==> src/rtl/asru_pkg.sv <==
package asru_pkg;
  // ****************************************
  // Widths and operation codes
  // ****************************************
  localparam int DATA_W = 32;
  localparam int CNT_W = 5;
  localparam logic [31:0] MAX_SHIFT = 32'h0000001F;
  localparam logic [31:0] SAT_POS = 32'h7FFFFFFF;
  localparam logic [31:0] SAT_NEG = 32'h80000000;
  localparam logic [1:0] OP_SHIFT_RIGHT = 2'h0;
  localparam logic [1:0] OP_SHIFT_RIGHT_SAT = 2'h1;
  localparam logic [1:0] OP_SHIFT_LEFT_SAT = 2'h2;
  // Condition code field values
  localparam logic [4:0] COND_AL = 5'h00;
  localparam logic [4:0] COND_EQ = 5'h01;
  localparam logic [4:0] COND_NE = 5'h02;
  localparam logic [4:0] COND_PL = 5'h03;
  localparam logic [4:0] COND_MI = 5'h04;
  localparam logic [4:0] COND_CS = 5'h05;
  localparam logic [4:0] COND_CC = 5'h06;
  localparam logic [4:0] COND_VS = 5'h07;
  localparam logic [4:0] COND_VC = 5'h08;
  localparam logic [4:0] COND_GT = 5'h09;
  localparam logic [4:0] COND_GE = 5'h0A;
  localparam logic [4:0] COND_LT = 5'h0B;
  localparam logic [4:0] COND_LE = 5'h0C;
  localparam logic [4:0] COND_HI = 5'h0D;
  localparam logic [4:0] COND_LS = 5'h0E;
  localparam logic [4:0] COND_PNZ = 5'h0F;
  // Register map, byte addresses
  localparam logic [7:0] REG_FLAGS = 8'h00;
  localparam logic [7:0] REG_IRQ_STATUS = 8'h04;
  localparam logic [7:0] REG_IRQ_MASK = 8'h08;
  localparam logic [7:0] REG_RESULT = 8'h0C;
  // Flag bit positions
  localparam int FLG_Z = 0;
  localparam int FLG_N = 1;
  localparam int FLG_C = 2;
  localparam int FLG_V = 3;
  localparam int FLG_SAT1 = 4;
  localparam int FLG_SAT2 = 5;
  // Interrupt event bits
  localparam int EVT_SAT = 0;
  localparam int EVT_DONE = 1;
  localparam int EVT_W = 2;
  localparam logic [1:0] RESP_OKAY = 2'h0;
  localparam logic [1:0] RESP_SLVERR = 2'h2;
endpackage

==> src/rtl/asru_shift_core.sv <==
`timescale 1ns/1ps
// ****************************************
// Combinational shift and saturation core
// ****************************************
module asru_shift_core
  import asru_pkg::*;
(
  input wire logic [1:0] op,
  input wire logic [31:0] src1,
  input wire logic [31:0] src2,
  output logic [31:0] result,
  output logic carry,
  output logic saturated
);
  logic signed [31:0] src1_s;
  logic signed [31:0] amt;
  logic [4:0] cnt;
  logic [4:0] mag;
  logic signed [63:0] wide;
  logic [31:0] rr;

  assign src1_s = signed'(src1);
  // Saturating left form is the mirror of the right form
  assign amt = (op == OP_SHIFT_LEFT_SAT) ? -signed'(src2) : signed'(src2);

  // Select shift behaviour per operation
  always_comb begin
    result = 32'h00000000;
    carry = 1'b0;
    saturated = 1'b0;
    cnt = src2[4:0];
    mag = 5'h00;
    wide = 64'sh0;
    rr = 32'h00000000;
    if (op == OP_SHIFT_RIGHT) begin
      rr = 32'(src1_s >>> cnt);
      result = rr;
      carry = (cnt == 5'h00) ? 1'b0 : src1[cnt - 5'h01];
    end else if (amt >= 0) begin
      // Clamp positive amounts
      mag = (amt > signed'(MAX_SHIFT)) ? 5'h1F : amt[4:0];
      result = 32'(src1_s >>> mag);
    end else if (src1 == 32'h00000000) begin
      result = 32'h00000000;
    end else if (amt < -signed'(MAX_SHIFT)) begin
      result = src1_s[31] ? SAT_NEG : SAT_POS;
      saturated = 1'b1;
    end else begin
      mag = 5'(-amt);
      wide = 64'(64'(src1_s) <<< mag);
      // Saturate to the signed 32-bit range
      if (wide > 64'sh000000007FFFFFFF) begin
        result = SAT_POS;
        saturated = 1'b1;
      end else if (wide < -64'sh0000000080000000) begin
        result = SAT_NEG;
        saturated = 1'b1;
      end else begin
        result = wide[31:0];
      end
    end
  end
endmodule // asru_shift_core

==> src/rtl/asru_unit.sv <==
// Behaviour
// - Right shift fills vacated upper bits with the sign of src1.
// - Right shift count is the low five bits of src2.
// - Result written only when the condition code is true.
// - Flags change only when the set-flags option is given.
// - Right shift sets zero and negative from result; overflow kept.
// - Carry is zero for count zero, else bit count-1 of src1.
// - Saturating form shifts right by amounts 0 to 31.
// - Saturating form clamps positive amounts above 31 to 31.
// - Negative amounts to -31 shift left and saturate to 32 bits.
// - Amounts below -31 give max positive or most negative value; zero src1 gives zero.
// - Saturating form sets overflow if saturated, else clears it.
// - Saturation sets both sticky flags; only reset clears them.
`timescale 1ns/1ps
module asru_unit
  import asru_pkg::*;
(
  input wire logic ref_clk,
  input wire logic rst_n,
  // Operation from decode
  input wire logic op_valid,
  input wire logic [1:0] op_sel,
  input wire logic [31:0] src1,
  input wire logic [31:0] src2,
  input wire logic [4:0] condition_code_field,
  input wire logic set_flags,
  input wire logic has_dest,
  input wire logic [5:0] dest_idx,
  // Writeback to register file
  output logic wb_en,
  output logic [5:0] wb_idx,
  output logic [31:0] wb_data,
  // Flag state
  output logic flag_z,
  output logic flag_n,
  output logic flag_c,
  output logic flag_v,
  output logic sticky_saturation_flag_one,
  output logic sticky_saturation_flag_two,
  output logic irq,
  // AXI4-Lite slave
  input wire logic [7:0] s_axi_awaddr,
  input wire logic s_axi_awvalid,
  output logic s_axi_awready,
  input wire logic [31:0] s_axi_wdata,
  input wire logic [3:0] s_axi_wstrb,
  input wire logic s_axi_wvalid,
  output logic s_axi_wready,
  output logic [1:0] s_axi_bresp,
  output logic s_axi_bvalid,
  input wire logic s_axi_bready,
  input wire logic [7:0] s_axi_araddr,
  input wire logic s_axi_arvalid,
  output logic s_axi_arready,
  output logic [31:0] s_axi_rdata,
  output logic [1:0] s_axi_rresp,
  output logic s_axi_rvalid,
  input wire logic s_axi_rready
);
  // ****************************************
  // Datapath
  // ****************************************
  logic [31:0] core_res;
  logic core_c;
  logic core_sat;
  logic cond_ok;
  logic exec;
  logic z_q, n_q, c_q, v_q, sat1_q, sat2_q;
  logic wb_en_q;
  logic [5:0] wb_idx_q;
  logic [31:0] wb_data_q;
  logic [31:0] last_q;
  logic [EVT_W-1:0] irq_stat_q;
  logic [EVT_W-1:0] irq_mask_q;
  logic [EVT_W-1:0] evt;
  logic [EVT_W-1:0] w1c;
  logic aw_got_q, w_got_q;
  logic [7:0] aw_q;
  logic [31:0] wd_q;
  logic [3:0] ws_q;
  logic bvalid_q;
  logic [1:0] bresp_q;
  logic rvalid_q;
  logic [31:0] rdata_q;
  logic [1:0] rresp_q;
  logic do_wr;

  asru_shift_core u_core (
    .op(op_sel),
    .src1(src1),
    .src2(src2),
    .result(core_res),
    .carry(core_c),
    .saturated(core_sat)
  );

  // Condition test against current flags
  always_comb begin
    unique case (condition_code_field)
      COND_AL: cond_ok = 1'b1;
      COND_EQ: cond_ok = z_q;
      COND_NE: cond_ok = !z_q;
      COND_PL: cond_ok = !n_q;
      COND_MI: cond_ok = n_q;
      COND_CS: cond_ok = c_q;
      COND_CC: cond_ok = !c_q;
      COND_VS: cond_ok = v_q;
      COND_VC: cond_ok = !v_q;
      COND_GT: cond_ok = (n_q == v_q) && !z_q;
      COND_GE: cond_ok = (n_q == v_q);
      COND_LT: cond_ok = (n_q != v_q);
      COND_LE: cond_ok = z_q || (n_q != v_q);
      COND_HI: cond_ok = !c_q && !z_q;
      COND_LS: cond_ok = c_q || z_q;
      COND_PNZ: cond_ok = !n_q && !z_q;
      default: cond_ok = 1'b0;
    endcase
  end

  assign exec = op_valid && cond_ok;

  // Result writeback
  always_ff @(posedge ref_clk or negedge rst_n) begin
    if (!rst_n) begin
      wb_en_q <= 1'b0;
      wb_idx_q <= 6'h00;
      wb_data_q <= 32'h00000000;
    end else begin
      wb_en_q <= exec && has_dest;
      if (exec) begin
        wb_idx_q <= dest_idx;
        wb_data_q <= core_res;
      end
    end
  end

  // Zero and negative follow the result of every form
  always_ff @(posedge ref_clk or negedge rst_n) begin
    if (!rst_n) begin
      z_q <= 1'b0;
      n_q <= 1'b0;
    end else if (exec && set_flags) begin
      z_q <= (core_res == 32'h00000000);
      n_q <= core_res[31];
    end
  end

  // Carry, touched by the plain right shift only
  always_ff @(posedge ref_clk or negedge rst_n) begin
    if (!rst_n) begin
      c_q <= 1'b0;
    end else if (exec && set_flags && op_sel == OP_SHIFT_RIGHT) begin
      c_q <= core_c;
    end
  end

  // Overflow, touched by the saturating forms only
  always_ff @(posedge ref_clk or negedge rst_n) begin
    if (!rst_n) begin
      v_q <= 1'b0;
    end else if (exec && set_flags && op_sel != OP_SHIFT_RIGHT) begin
      v_q <= core_sat;
    end
  end

  // Sticky saturation flags
  always_ff @(posedge ref_clk or negedge rst_n) begin
    if (!rst_n) begin
      sat1_q <= 1'b0;
      sat2_q <= 1'b0;
    end else if (exec && set_flags && core_sat) begin
      sat1_q <= 1'b1;
      sat2_q <= 1'b1;
    end
  end

  // Last result seen, readable even without destination
  always_ff @(posedge ref_clk or negedge rst_n) begin
    if (!rst_n) begin
      last_q <= 32'h00000000;
    end else if (exec) begin
      last_q <= core_res;
    end
  end

  // ****************************************
  // Interrupts
  // ****************************************
  assign evt[EVT_SAT] = exec && core_sat;
  assign evt[EVT_DONE] = exec;
  assign do_wr = aw_got_q && w_got_q && !bvalid_q;
  assign w1c = (do_wr && aw_q == REG_IRQ_STATUS && ws_q[0]) ?
    wd_q[EVT_W-1:0] : '0;

  // Sticky status, set wins over clear
  always_ff @(posedge ref_clk or negedge rst_n) begin
    if (!rst_n) begin
      irq_stat_q <= '0;
    end else begin
      irq_stat_q <= (irq_stat_q & ~w1c) | evt;
    end
  end

  // Mask register
  always_ff @(posedge ref_clk or negedge rst_n) begin
    if (!rst_n) begin
      irq_mask_q <= '0;
    end else if (do_wr && aw_q == REG_IRQ_MASK && ws_q[0]) begin
      irq_mask_q <= wd_q[EVT_W-1:0];
    end
  end

  // ****************************************
  // AXI4-Lite write path
  // ****************************************
  assign s_axi_awready = !aw_got_q;
  assign s_axi_wready = !w_got_q;

  // Capture address and data in either order
  always_ff @(posedge ref_clk or negedge rst_n) begin
    if (!rst_n) begin
      aw_got_q <= 1'b0;
      w_got_q <= 1'b0;
      aw_q <= 8'h00;
      wd_q <= 32'h00000000;
      ws_q <= 4'h0;
    end else begin
      if (s_axi_awvalid && !aw_got_q) begin
        aw_got_q <= 1'b1;
        aw_q <= s_axi_awaddr;
      end else if (do_wr) begin
        aw_got_q <= 1'b0;
      end
      if (s_axi_wvalid && !w_got_q) begin
        w_got_q <= 1'b1;
        wd_q <= s_axi_wdata;
        ws_q <= s_axi_wstrb;
      end else if (do_wr) begin
        w_got_q <= 1'b0;
      end
    end
  end

  // Write response
  always_ff @(posedge ref_clk or negedge rst_n) begin
    if (!rst_n) begin
      bvalid_q <= 1'b0;
      bresp_q <= RESP_OKAY;
    end else if (do_wr) begin
      bvalid_q <= 1'b1;
      bresp_q <= (aw_q == REG_IRQ_STATUS || aw_q == REG_IRQ_MASK) ?
        RESP_OKAY : RESP_SLVERR;
    end else if (s_axi_bready) begin
      bvalid_q <= 1'b0;
    end
  end

  // ****************************************
  // AXI4-Lite read path
  // ****************************************
  assign s_axi_arready = !rvalid_q;

  // Read data captured from the addressed register, held until taken
  always_ff @(posedge ref_clk or negedge rst_n) begin
    if (!rst_n) begin
      rvalid_q <= 1'b0;
      rdata_q <= 32'h00000000;
      rresp_q <= RESP_OKAY;
    end else if (s_axi_arvalid && !rvalid_q) begin
      rvalid_q <= 1'b1;
      rresp_q <= RESP_OKAY;
      unique case (s_axi_araddr)
        REG_FLAGS: rdata_q <= {26'h0, sat2_q, sat1_q, v_q, c_q, n_q, z_q};
        REG_IRQ_STATUS: rdata_q <= {30'h0, irq_stat_q};
        REG_IRQ_MASK: rdata_q <= {30'h0, irq_mask_q};
        REG_RESULT: rdata_q <= last_q;
        default: begin
          rdata_q <= 32'h00000000;
          rresp_q <= RESP_SLVERR;
        end
      endcase
    end else if (s_axi_rready) begin
      rvalid_q <= 1'b0;
    end
  end

  // Outputs
  assign s_axi_bvalid = bvalid_q;
  assign s_axi_bresp = bresp_q;
  assign s_axi_rvalid = rvalid_q;
  assign s_axi_rdata = rdata_q;
  assign s_axi_rresp = rresp_q;
  assign wb_en = wb_en_q;
  assign wb_idx = wb_idx_q;
  assign wb_data = wb_data_q;
  assign flag_z = z_q;
  assign flag_n = n_q;
  assign flag_c = c_q;
  assign flag_v = v_q;
  assign sticky_saturation_flag_one = sat1_q;
  assign sticky_saturation_flag_two = sat2_q;
  assign irq = |(irq_stat_q & irq_mask_q);
endmodule // asru_unit

==> config.mk <==
export PLATFORM = sky130hd
export DESIGN_NAME = asru_unit
export DESIGN_NICKNAME = d
export VERILOG_FILES = /design/src/rtl/asru_pkg.sv /design/src/rtl/asru_shift_core.sv /design/src/rtl/asru_unit.sv
export SDC_FILE = /design/constraint.sdc
export NUM_CORES = 1
export LEC_CHECK = 0
export BUFFER_PORTS_ARGS = -buffer_cell sky130_fd_sc_hd__buf_2
export CORE_AREA = 5 5 199 201
export DETAILED_ROUTE_END_ITERATION = 10
export DIE_AREA = 0 0 204 206
export SETUP_SLACK_MARGIN = 0.3
export SLEW_MARGIN = 20
export SYNTH_ARGS = -nofsm -noshare
export SYNTH_HDL_FRONTEND = slang
export SYNTH_SLANG_ARGS = --single-unit
==> constraint.sdc <==
create_clock -name ref_clk -period 6.15 [get_ports ref_clk]
set_input_delay 0.615 -clock ref_clk [delete_from_list [all_inputs] [get_ports ref_clk]]
set_output_delay 0.615 -clock ref_clk [all_outputs]
set_load 0.01 [all_outputs]
==> reports/metrics.yaml, run 1 <==
status:
  status: "completed"
timing:
  final-setup-viol-count: 0
  finalSetupTns_ps: 0
  relSlewSlack_pct: 37.2
  layout_min_cycle_time_ps: 5680
  grt_setup_unrepaired: "false"
  hold_viol_final: 0
  fin_skew_ps: 6.04
  max_freq_ghz: 0.176
  worstMarginPinSlew_ps: 942
  fin_crit_sh_pct: 92.4
  finalMaxSlewViolations: 0
hold_path:
  hold_class: "input port to async pin"
power:
  ir_worst_vdd_v: 0.000123
  power_density_nw_per_um2: 210
  cellLeakagePower_nw: 6.71
logic_synthesis:
  ys_types: 89
  synth_seq_cells: 97
  yosysSeqAreaShare_pct: 18.6
  synth_edf_count: 0
  synth_area_per_cell_um2: 7.56
  ys.flop_type: "dfrtp_1"
  postSynthCellCount: 1723
  synthArstFlopShare_pct: 100
  yosysWarnings: 0
  syn_area_um2: 13000
floorplanning:
  dieWidth_um: 204
  dieArea_um2: 42000
  row_count: 71
  core_um2: 37400
  die_y_um: 206
  pin_count: 226
  initial_core_util_pct: 34.8
place:
  dp_cells: 2418
  gp_congestion: 1.05
  dp_hpwl_um: 46800
  io_buffers: 190
cells_and_area:
  syn2layout_area_growth_pct: 24.0
  fin_nets: 2078
  drive_gt1_share_pct: 30.9
  fill_cells: 3833
  fin_cells: 2450
  num_antenna_cells: 0
clock_tree:
  clk_latency_ps: 340
  clock-sinks: 97
  ctsHoldBuffers: 0
  cts.path.max_buffers: 2
  htree_levels: 3
  clockRootBuffer: "clkbuf_16"
  cts_buffers: 9
  cts.clk_slew.worst_paths_ps: 60
  cts_tree: "yes"
worst_setup_path:
  cp.required_ps: 6380
  crit_path_max_fanout: 6
  cp_common_cell: "buf_4"
  worst_ep_arrival_time_ps: 5920
  path_class: "input port to register"
  endpoint_kind: "register"
  max_stage_delay_ps: 550
  worst_setup_path_start_kind: "input port"
  crit_slowest_cell: "mux4_2"
detailed_routing:
  first_iter_violations: 1809
  drt-pass1-iter-count: 6
  vias: 15300
  wl_per_cell_um: 24.4
  drc: 0
  wl_um: 59800
  routed_via_density: 6.24
  drt.antenna.violating_nets: 0
global_routing:
  track_usage_pct: 27.2
  grt_max_degree: 76
  grt_overflow_total: 0
  antenna_found_initial: 0
  grt_pass1_vias: 14500
  grt_pass1_wl_um: 89500
flow_run:
  cap_violations: 0
==> cell usage in the layout (no fill, tap or decap), types with 16 or more instances in the layout <==
cell | synthesis | routed
buf_4 | 3 | 186
a31oi_1 | 32 | 32
o211ai_1 | 26 | 26
nor3_1 | 53 | 51
nor2_1 | 170 | 167
dfrtp_1 | 97 | 97
a21oi_1 | 90 | 90
o21ai_0 | 131 | 120
buf_2 | 8 | 188
or4_1 | 18 | 16
nand4_1 | 25 | 25
a22o_1 | 31 | 31
mux4_2 | 44 | 44
and3_1 | 19 | 19
mux2i_1 | 110 | 94
or3_1 | 18 | 17
mux2_2 | 72 | 65
a211oi_1 | 37 | 33
nand2_1 | 197 | 196
inv_1 | 30 | 27
nor4_1 | 36 | 29
nand3_1 | 38 | 37
==> power breakdown <==
group	internal (mW)	switching, mW
clock	0.325	0.223
sequential	0.791	0.144
combinational	0.810	1.10
==> path summary, 6_finish.rpt <==
check | from | to | slack, ps | depth (start not counted)
max | src2[0] | flag_z | 470 | 25
min | rst_n | aw_q[6] | 150 | 1
max reg2reg | flag_v | flag_z | 2450 | 12
min reg2reg | s_axi_rdata[5] | s_axi_rdata[5] | 480 | 2
max in group asynchronous | rst_n | s_axi_rdata[13] | 4750 | 2
min in group ref_clk | s_axi_rready | s_axi_rvalid | 450 | 2
==> cells by family (layout without fill, tap and decap cells) <==
| logic type | after synthesis | count (layout) | synth area share, % |
|---|---|---|---|
| adder cells (fa/ha/maj) | 4 | 4 | 0.384 |
| multiplexers | 226 | 226 | 22.3 |
| buffers and inverters | 214 | 429 | 6.39 |
| AO/OA/AOI/OAI | 520 | 520 | 26.9 |
| other | 1 | 2 | 0.0288 |
| AND/OR/NAND/NOR | 638 | 638 | 23.7 |
| flip-flops | 97 | 97 | 18.6 |
| XOR/XNOR | 23 | 23 | 1.71 |
==> layer usage <==
metal	vias up	share of wire, %	track usage [%]
met5	-	0	0
met4	0	4.2	9.50
met3	142	9.8	5.10
met2	902	42	41.6
met1	7286	43	38.5
li1	6954	-	-
==> Yosys cell counts, types with 5 or more instances <==
library cell | n | share of area, %
nand2_1 | 197 | 5.7
nor2_1 | 170 | 4.9
clkbuf_1 | 138 | 4.0
o21ai_0 | 131 | 5.0
mux2i_1 | 110 | 8.4
dfrtp_1 | 97 | 19
a21oi_1 | 90 | 3.5
mux2_2 | 72 | 6.2
nor3_1 | 53 | 2.0
mux4_2 | 44 | 7.6
nand3_1 | 38 | 1.5
a211oi_1 | 37 | 2.1
nor4_1 | 36 | 1.7
a31oi_1 | 32 | 1.5
a22o_1 | 31 | 2.1
buf_1 | 31 | 0.89
inv_1 | 30 | 0.86
o211ai_1 | 26 | 1.5
nand4_1 | 25 | 1.2
and3_1 | 19 | 0.91
or3_1 | 18 | 0.86
or4_1 | 18 | 1.0
o31ai_1 | 16 | 0.92
o21a_1 | 15 | 0.86
o22ai_1 | 14 | 0.67
xnor2_1 | 13 | 0.87
a21o_1 | 12 | 0.69
nor2b_1 | 12 | 0.58
o31a_1 | 12 | 0.81
and2_1 | 10 | 0.48
a41oi_1 | 8 | 0.54
buf_2 | 8 | 0.31
xor2_1 | 8 | 0.54
a32oi_1 | 7 | 0.47
a21boi_0 | 6 | 0.35
nand2b_1 | 6 | 0.29
o41ai_1 | 6 | 0.40
a221oi_1 | 5 | 0.34
a31o_2 | 5 | 0.34
nor3b_1 | 5 | 0.29
o211a_1 | 5 | 0.38
o221ai_1 | 5 | 0.34
==> area by class of cell <==
class | instances | area [um^2] | area share (%)
clock buffer | 13 | 250 | 1.55
clock inverter | 2 | 38.8 | 0.240
inverter | 33 | 129 | 0.797
sequential | 97 | 2430 | 15.0
timing repair buffer | 381 | 2460 | 15.2
multi-input combinational | 1413 | 10200 | 63.2
tap | 511 | 639 | 3.96
==> timing repair <==
action	in CTS	in global routing
endpoints found under the setup margin	1	1
pin swaps	1	18
setup buffers	0	17
resized for setup	7	54
==> worst max-delay path: cells and delay by family <==
family | cells | cell delay, ps
multiplexers | 3 | 930
buffers and inverters | 7 | 840
AO/OA/AOI/OAI | 4 | 1240
AND/OR/NAND/NOR | 9 | 1720
adder cells (fa/ha/maj) | 2 | 540
==> stage by stage <==
stage | utilization [%] | hold slack (ps) | setup WS (ps) | power [mW] | cell area, um^2
floorplan | - | 319 | -603 | 2.03 | 13300
global placement | 41.3 | 466 | -254 | 2.72 | 15400
detailed placement | 41.3 | 468 | -366 | 2.75 | 15400
CTS | 42.1 | 159 | 349 | 3.31 | 15800
global route | 43.2 | 173 | 314 | 3.58 | 16200
finish | 43.2 | 153 | 465 | 3.40 | 16200
==> registers in the layout, summed over array words and instances, names as in the netlist <==
register / flops
aw_q: 8
wb_idx: 6
wb_en: 1
w_got_q: 1
flag_n: 1
flag_c: 1
aw_got_q: 1
sticky_saturation_flag_two: 1
s_axi_rvalid: 1
irq_stat_q: 2
last_q: 32
flag_z: 1
s_axi_bresp: 1
s_axi_rdata: 32
s_axi_rresp: 1
ws_q: 1
s_axi_bvalid: 1
wd_q: 2
irq_mask_q: 2
flag_v: 1
Note: power is estimated with default switching activity, not from simulation.
==> inputs of run 2 (changes only) <==
Settings changed: CORE_AREA 5 5 199 201 to 5 5 204 206, DIE_AREA 0 0 204 206 to 0 0 209 211, SYNTH_HIERARCHICAL set to 1.
==> reports/metrics.yaml, run 2 <==
status:
  status: "completed"
worst_setup_path:
  critical_path.top_delay_family: "simple AND/OR/NAND/NOR gates"
  max_stage_delay_ps: 540  # about the same
  worst_ep_arrival_time_ps: 5820  # -100 ps
  path_class: "input port to register"
  crit_slowest_cell: "or4_1"
  cp.required_ps: 6380  # about the same
  worst_setup_path_start_kind: "input port"
  cp_num_buf_inv: 6  # -1
  endpoint_kind: "register"
  crit_path_max_fanout: 12  # +6
  cp_common_cell: "buf_4"
logic_synthesis:
  postSynthCellCount: 1718  # -0.29%
  synth_most_common_cell: "nand2_1"
  synthArstFlopShare_pct: 100  # unchanged
  yosysWarnings: 6  # +6
  synth_edf_count: 0  # unchanged
  synth_area_per_cell_um2: 7.94  # +4.9%
  synth_seq_cells: 97  # unchanged
  ys_types: 107  # +20%
  syn_area_um2: 13600  # +4.6%
  synthDominantCellAreaShare_pct: 17.8  # -0.82 points
  yosysSeqAreaShare_pct: 17.8  # -0.82 points
  yosys-top-cells-count: "nand2_1 (245), nor2_1 (146), clkbuf_1 (113), o21ai_0 (98), dfrtp_1 (97)"
  ys.flop_type: "dfrtp_1"
  synth_area_leaders: "dfrtp_1 (18%), mux4_2 (10%), nand2_1 (6.7%), mux2i_1 (5.7%), mux2_4 (4.6%)"
  yosys.area.top_type: "dfrtp_1"
detailed_routing:
  drc: 0  # unchanged
  first_iter_violations: 1671  # -7.6%
  vias: 15300  # -0.16%
  drt-pass1-iter-count: 6  # unchanged
  wl_um: 59300  # -0.84%
  routed_via_density: 6.12  # -1.9%
  wl_per_cell_um: 23.8  # -2.5%
  drt.antenna.violating_nets: 0  # unchanged
floorplanning:
  dieArea_um2: 44100  # +4.9%
  initial_core_util_pct: 34.6  # -0.29 points
  die_y_um: 211  # +2.4%
  dieWidth_um: 209  # +2.5%
  row_count: 73  # +2.8%
  core_um2: 39500  # +5.5%
  pin_count: 226  # unchanged
clock_tree:
  ctsHoldBuffers: 0  # unchanged
  cts.clk_slew.worst_paths_ps: 70  # about the same
  cts_buffers: 9  # unchanged
  clk_latency_ps: 340  # about the same
  cts.path.max_buffers: 2  # unchanged
  htree_levels: 3  # unchanged
  clockRootBuffer: "clkbuf_16"
  clock-sinks: 97  # unchanged
  cts_tree: "yes"
timing:
  max_freq_ghz: 0.179  # +1.8%
  finalSetupTns_ps: 0  # unchanged
  worstMarginPinSlew_ps: 1140  # +194 ps
  setup_ws_ps: 564  # +98.3 ps
  fin_skew_ps: 6.87  # +0.838 ps
  hold_ws_ps: 139  # -14.5 ps
  grt_setup_unrepaired: "false"
  relSlewSlack_pct: 24.0  # -13 points
  hold_viol_final: 0  # unchanged
  fin_crit_sh_pct: 90.8  # -1.6 points
  layout_min_cycle_time_ps: 5590  # -98.3 ps
  finalMaxSlewViolations: 0  # unchanged
  final-setup-viol-count: 0  # unchanged
place:
  io_buffers: 190  # unchanged
  post_dp_cell_area_um2: 16200  # +4.7%
  dp_hpwl_um: 47100  # +0.64%
  dp_slack_ps: 97.7  # +463 ps
  dp_cells: 2469  # +2.1%
  gp_congestion: 1.01  # -4.2%
power:
  cellLeakagePower_nw: 6.97  # +3.8%
  power_density_nw_per_um2: 228  # +8.7%
  ir_worst_vdd_v: 0.000166  # +35%
global_routing:
  track_usage_pct: 25.4  # -1.7 points
  grt_overflow_total: 0  # unchanged
  grt_pass1_wl_um: 88900  # -0.69%
  grt_max_degree: 79  # +3.9%
  grt_pass1_vias: 14200  # -1.6%
  antenna_found_initial: 0  # unchanged
cells_and_area:
  fin_cells: 2493  # +1.8%
  drive_gt1_share_pct: 32.7  # +1.8 points
  stdcell_area_um2: 16600  # +2.6%
  fin_nets: 2106  # +1.3%
  layout_commonest_cell: "nand2_1"
  syn2layout_area_growth_pct: 21.6
  num_antenna_cells: 0  # unchanged
  final_cell_mix: "nand2_1 (244), buf_4 (218), buf_2 (188)"
flow_run:
  cap_violations: 0  # unchanged
hold_path:
  hold_class: "input port to async pin"
-- run 2: changes by cell type after synthesis, sizes merged, moves of 19 or more --
cell | before | now
mux2i | 110 | 77
a22o | 31 | 5
nand2 | 197 | 245
buf | 43 | 67
a221oi | 5 | 24
clkbuf | 138 | 113
-- run 2: per-stage QoR --
| step | util [%] | power (mW) |
|---|---|---|
| finish | 42.0 | 3.79 |
| global placement | 41.0 | 3.17 |
| CTS | 41.7 | 3.75 |
| floorplan | - | 2.33 |
| global route | 42.0 | 3.99 |
| detailed placement | 41.0 | 3.19 |
-- run 2: final timing paths --
kind / cells after the start / slack (ps) / from / to
max: 25 / 560 / src2[0] / flag_z
min: 1 / 140 / rst_n / s_axi_rdata[11]
max reg2reg: 6 / 3510 / flag_v / flag_z
min reg2reg: 2 / 480 / s_axi_rdata[26] / s_axi_rdata[26]
max in group asynchronous: 3 / 5120 / rst_n / aw_q[3]
min in group ref_clk: 2 / 460 / s_axi_rready / s_axi_rvalid
-- run 2: worst register-to-register path, stage by stage (launching register included) --
cell       delay, ps
dfrtp_1          500
and2b_1          240
o22ai_1          100
a2111oi_4        430
o221a_4          830
nor2_4           110
mux2_4           320
-- run 2: cell type report --
| cell class | count | area, um^2 |
|---|---|---|
| tap | 525 | 657 |
| multi-input combinational | 1401 | 10300 |
| fill | 4074 | 22900 |
| inverter | 41 | 161 |
| timing repair buffer | 413 | 2720 |
| clock buffer | 10 | 229 |
| clock inverter | 6 | 68.8 |
| sequential | 97 | 2430 |
-- run 2: where the power goes --
group	switching, mW	total, mW	internal (mW)
clock	0.237	0.553	0.317
sequential	0.195	1.03	0.831
combinational	1.21	2.21	1.00
-- run 2: cells by family after synthesis --
kind of cell	after synthesis	share of synthesized area (%)
xor gates and xnor gates	24	1.60
adders and majority gates	4	0.367
buffers and inverters	221	7.64
DFF	97	17.8
AOI/OAI and AO/OA	500	25.2
and+or+nand+nor	651	23.6
muxes	220	23.7
other	1	0.0275
-- run 2: routing by layer --
metal,up-vias,share of wire (%),global-route usage (%)
met5,-,0,0
met4,0,2.9,6.82
met3,102,8.3,2.84
met2,799,44,40.0
met1,7379,45,37.4
li1,6980,-,-
-- run 2: what timing repair did --
action,4_1_cts,5_1_grt
endpoints found under the setup margin,0,1
gates resized for setup,0,12
setup buffers,0,7
==> inputs of run 3 (changes only) <==
Settings changed: CORE_AREA 5 5 204 206 to 5 5 168 250, DIE_AREA 0 0 209 211 to 0 0 173 255, GPL_TIMING_DRIVEN set to 0.
Clock period 6.15 ns to 5.3 ns, I/O delays scaled along.
==> reports/metrics.yaml, run 3 (synthesized netlist as in run 2, its figures left out) <==
status:
  status: "finished, violations left"
  violations: "setup timing"
place:
  io_buffers: 171  # -10%
  gp_congestion: 1.02  # +1.0%
  post_dp_cell_area_um2: 15400  # -4.7%
  dp_hpwl_um: 54200  # +15%
global_routing:
  grt_pass1_vias: 16200  # +14%
  grt_overflow_total: 0  # unchanged
  grt_pass1_wl_um: 102000  # +15%
  track_usage_pct: 29.8  # +4.3 points
  grt_max_degree: 83  # +5.1%
  antenna_found_initial: 0  # unchanged
floorplanning:
  die_y_um: 255  # +21%
  row_count: 89  # +22%
  pin_count: 226  # unchanged
  initial_core_util_pct: 34.6  # about the same
  dieWidth_um: 173  # -17%
  dieArea_um2: 44100  # about the same
  core_um2: 39400  # about the same
timing:
  final-setup-viol-count: 35  # +35
  grt_setup_unrepaired: "true"
  fin_skew_ps: 8.13  # +1.25 ps
  worstMarginPinSlew_ps: 1000  # -133 ps
  fin_crit_sh_pct: 121
  setup_ws_ps: -1110  # -1670 ps
  layout_min_cycle_time_ps: 6410
  hold_viol_final: 0  # unchanged
  finalMaxSlewViolations: 0  # unchanged
  max_freq_ghz: 0.156
  relSlewSlack_pct: 32.7  # +8.6 points
  hold_ws_ps: 9.00  # -130 ps
worst_setup_path:
  max_stage_delay_ps: 540  # about the same
  crit_path_max_fanout: 5  # -7
  worst_ep_arrival_time_ps: 6690  # +870 ps
  r2r_setup_slack_ps: 3040  # -470 ps
  cp.required_ps: 5580  # -800 ps
  crit_slowest_cell: "mux4_2"
  endpoint_kind: "register"
  path_class: "input port to register"
  worst_setup_path_start_kind: "input port"
detailed_routing:
  routed_via_density: 6.47  # +5.7%
  wl_per_cell_um: 27.2  # +14%
  first_iter_violations: 1768  # +5.8%
  wl_um: 69000  # +16%
  drc: 0  # unchanged
  drt-pass1-iter-count: 8  # +2
  vias: 16400  # +7.5%
  drt.antenna.violating_nets: 0  # unchanged
cells_and_area:
  fill_cells: 3851  # -5.5%
  layout_commonest_cell: "nand2_1"
  num_antenna_cells: 0  # unchanged
  syn2layout_area_growth_pct: 30.1
  final_cell_mix: "nand2_1 (237), buf_2 (197), nor2_1 (141)"
  multiInputGateArea_um2: 11200  # +8.4%
  drive_gt1_share_pct: 34.9  # +2.2 points
  fin_nets: 2174  # +3.2%
  seqCellArea_um2: 2430  # unchanged
  stdcell_area_um2: 17700  # +7.0%
  utilization_pct: 45.0  # +3.0 points
clock_tree:
  clock-sinks: 97  # unchanged
  clockRootBuffer: "clkbuf_16"
  ctsHoldBuffers: 0  # unchanged
  cts_tree: "yes"
  cts.path.max_buffers: 2  # unchanged
  clk_latency_ps: 340  # about the same
  cts_buffers: 9  # unchanged
  cts.clk_slew.worst_paths_ps: 70  # about the same
  htree_levels: 3  # unchanged
power:
  ir_worst_vdd_v: 0.000134  # -19%
  cellLeakagePower_nw: 7.12  # +2.1%
  power_density_nw_per_um2: 264  # +15%
flow_run:
  cap_violations: 0  # unchanged
hold_path:
  hold_class: "input port to async pin"
[run 3: changes by cell type in the layout (fill, tap and decap cells not counted), sizes merged]
cell,delta
clkinv,-3
inv,+2
clkbuf,+113
buf,-46
bufinv,-1
clkinvlp,+2
bufbuf,+1
[run 3: routing by layer]
metal	up-vias	global-route usage, %	share of wire (%)
met1	7764	31.8	34
li1	7134	-	-
met3	368	3.55	6.9
met2	1146	52.1	48
met5	-	0	0
met4	0	26.4	11
[run 3: area by class of cell]
type,instances,area share [%]
buffer,180,6.12
clock buffer,10,1.35
clock inverter,6,0.289
inverter,41,0.952
multi-input combinational,1401,63.0
sequential,97,13.7
tap,500,3.53
timing repair buffer,301,11.1
[run 3: worst paths after layout]
check / cells after the start / endpoint / startpoint
worst min register to register: 2 / s_axi_rdata[27] / s_axi_rdata[27]
worst min-delay path: 1 / s_axi_rdata[21] / rst_n
worst max-delay path: 33 / flag_z / src2[0]
max in group asynchronous: 2 / irq_stat_q[0] / rst_n
min in group ref_clk: 2 / s_axi_rvalid / s_axi_rready
worst max register to register: 7 / last_q[30] / flag_v
[run 3: stage by stage]
step	power [mW]	setup slack [ps]	instances	setup TNS (ps)
floorplan	2.71	-589	1719	-7990
global placement	3.56	-2950	2390	-66330
detailed placement	3.58	-2950	2391	-66870
CTS	4.56	-896	2525	-13790
global route	4.90	-1180	2536	-24020
finish	4.68	-1110	2536	-21550
[run 3: worst max-delay path: cells and delay by family]
family | cells | cell delay (ps)
AOI/OAI and AO/OA | 5 | 950
adders and majority gates | 2 | 510
buffers and inverters | 14 | 1720
muxes | 4 | 1320
and+or+nand+nor | 8 | 1640
[run 3: timing repair]
| action | CTS | global route |
|---|---|---|
| setup buffers | 113 | 11 |
| resized for setup | 170 | 47 |
| gates cloned | 5 | 0 |
| pin swaps | 55 | 33 |
| setup endpoints to repair | 35 | 35 |
| hold endpoints to repair | 0 | 0 |
[run 3: power by group]
group | internal [mW] | switching [mW]
clock | 0.337 | 0.280
combinational | 1.29 | 1.60
sequential | 0.965 | 0.200
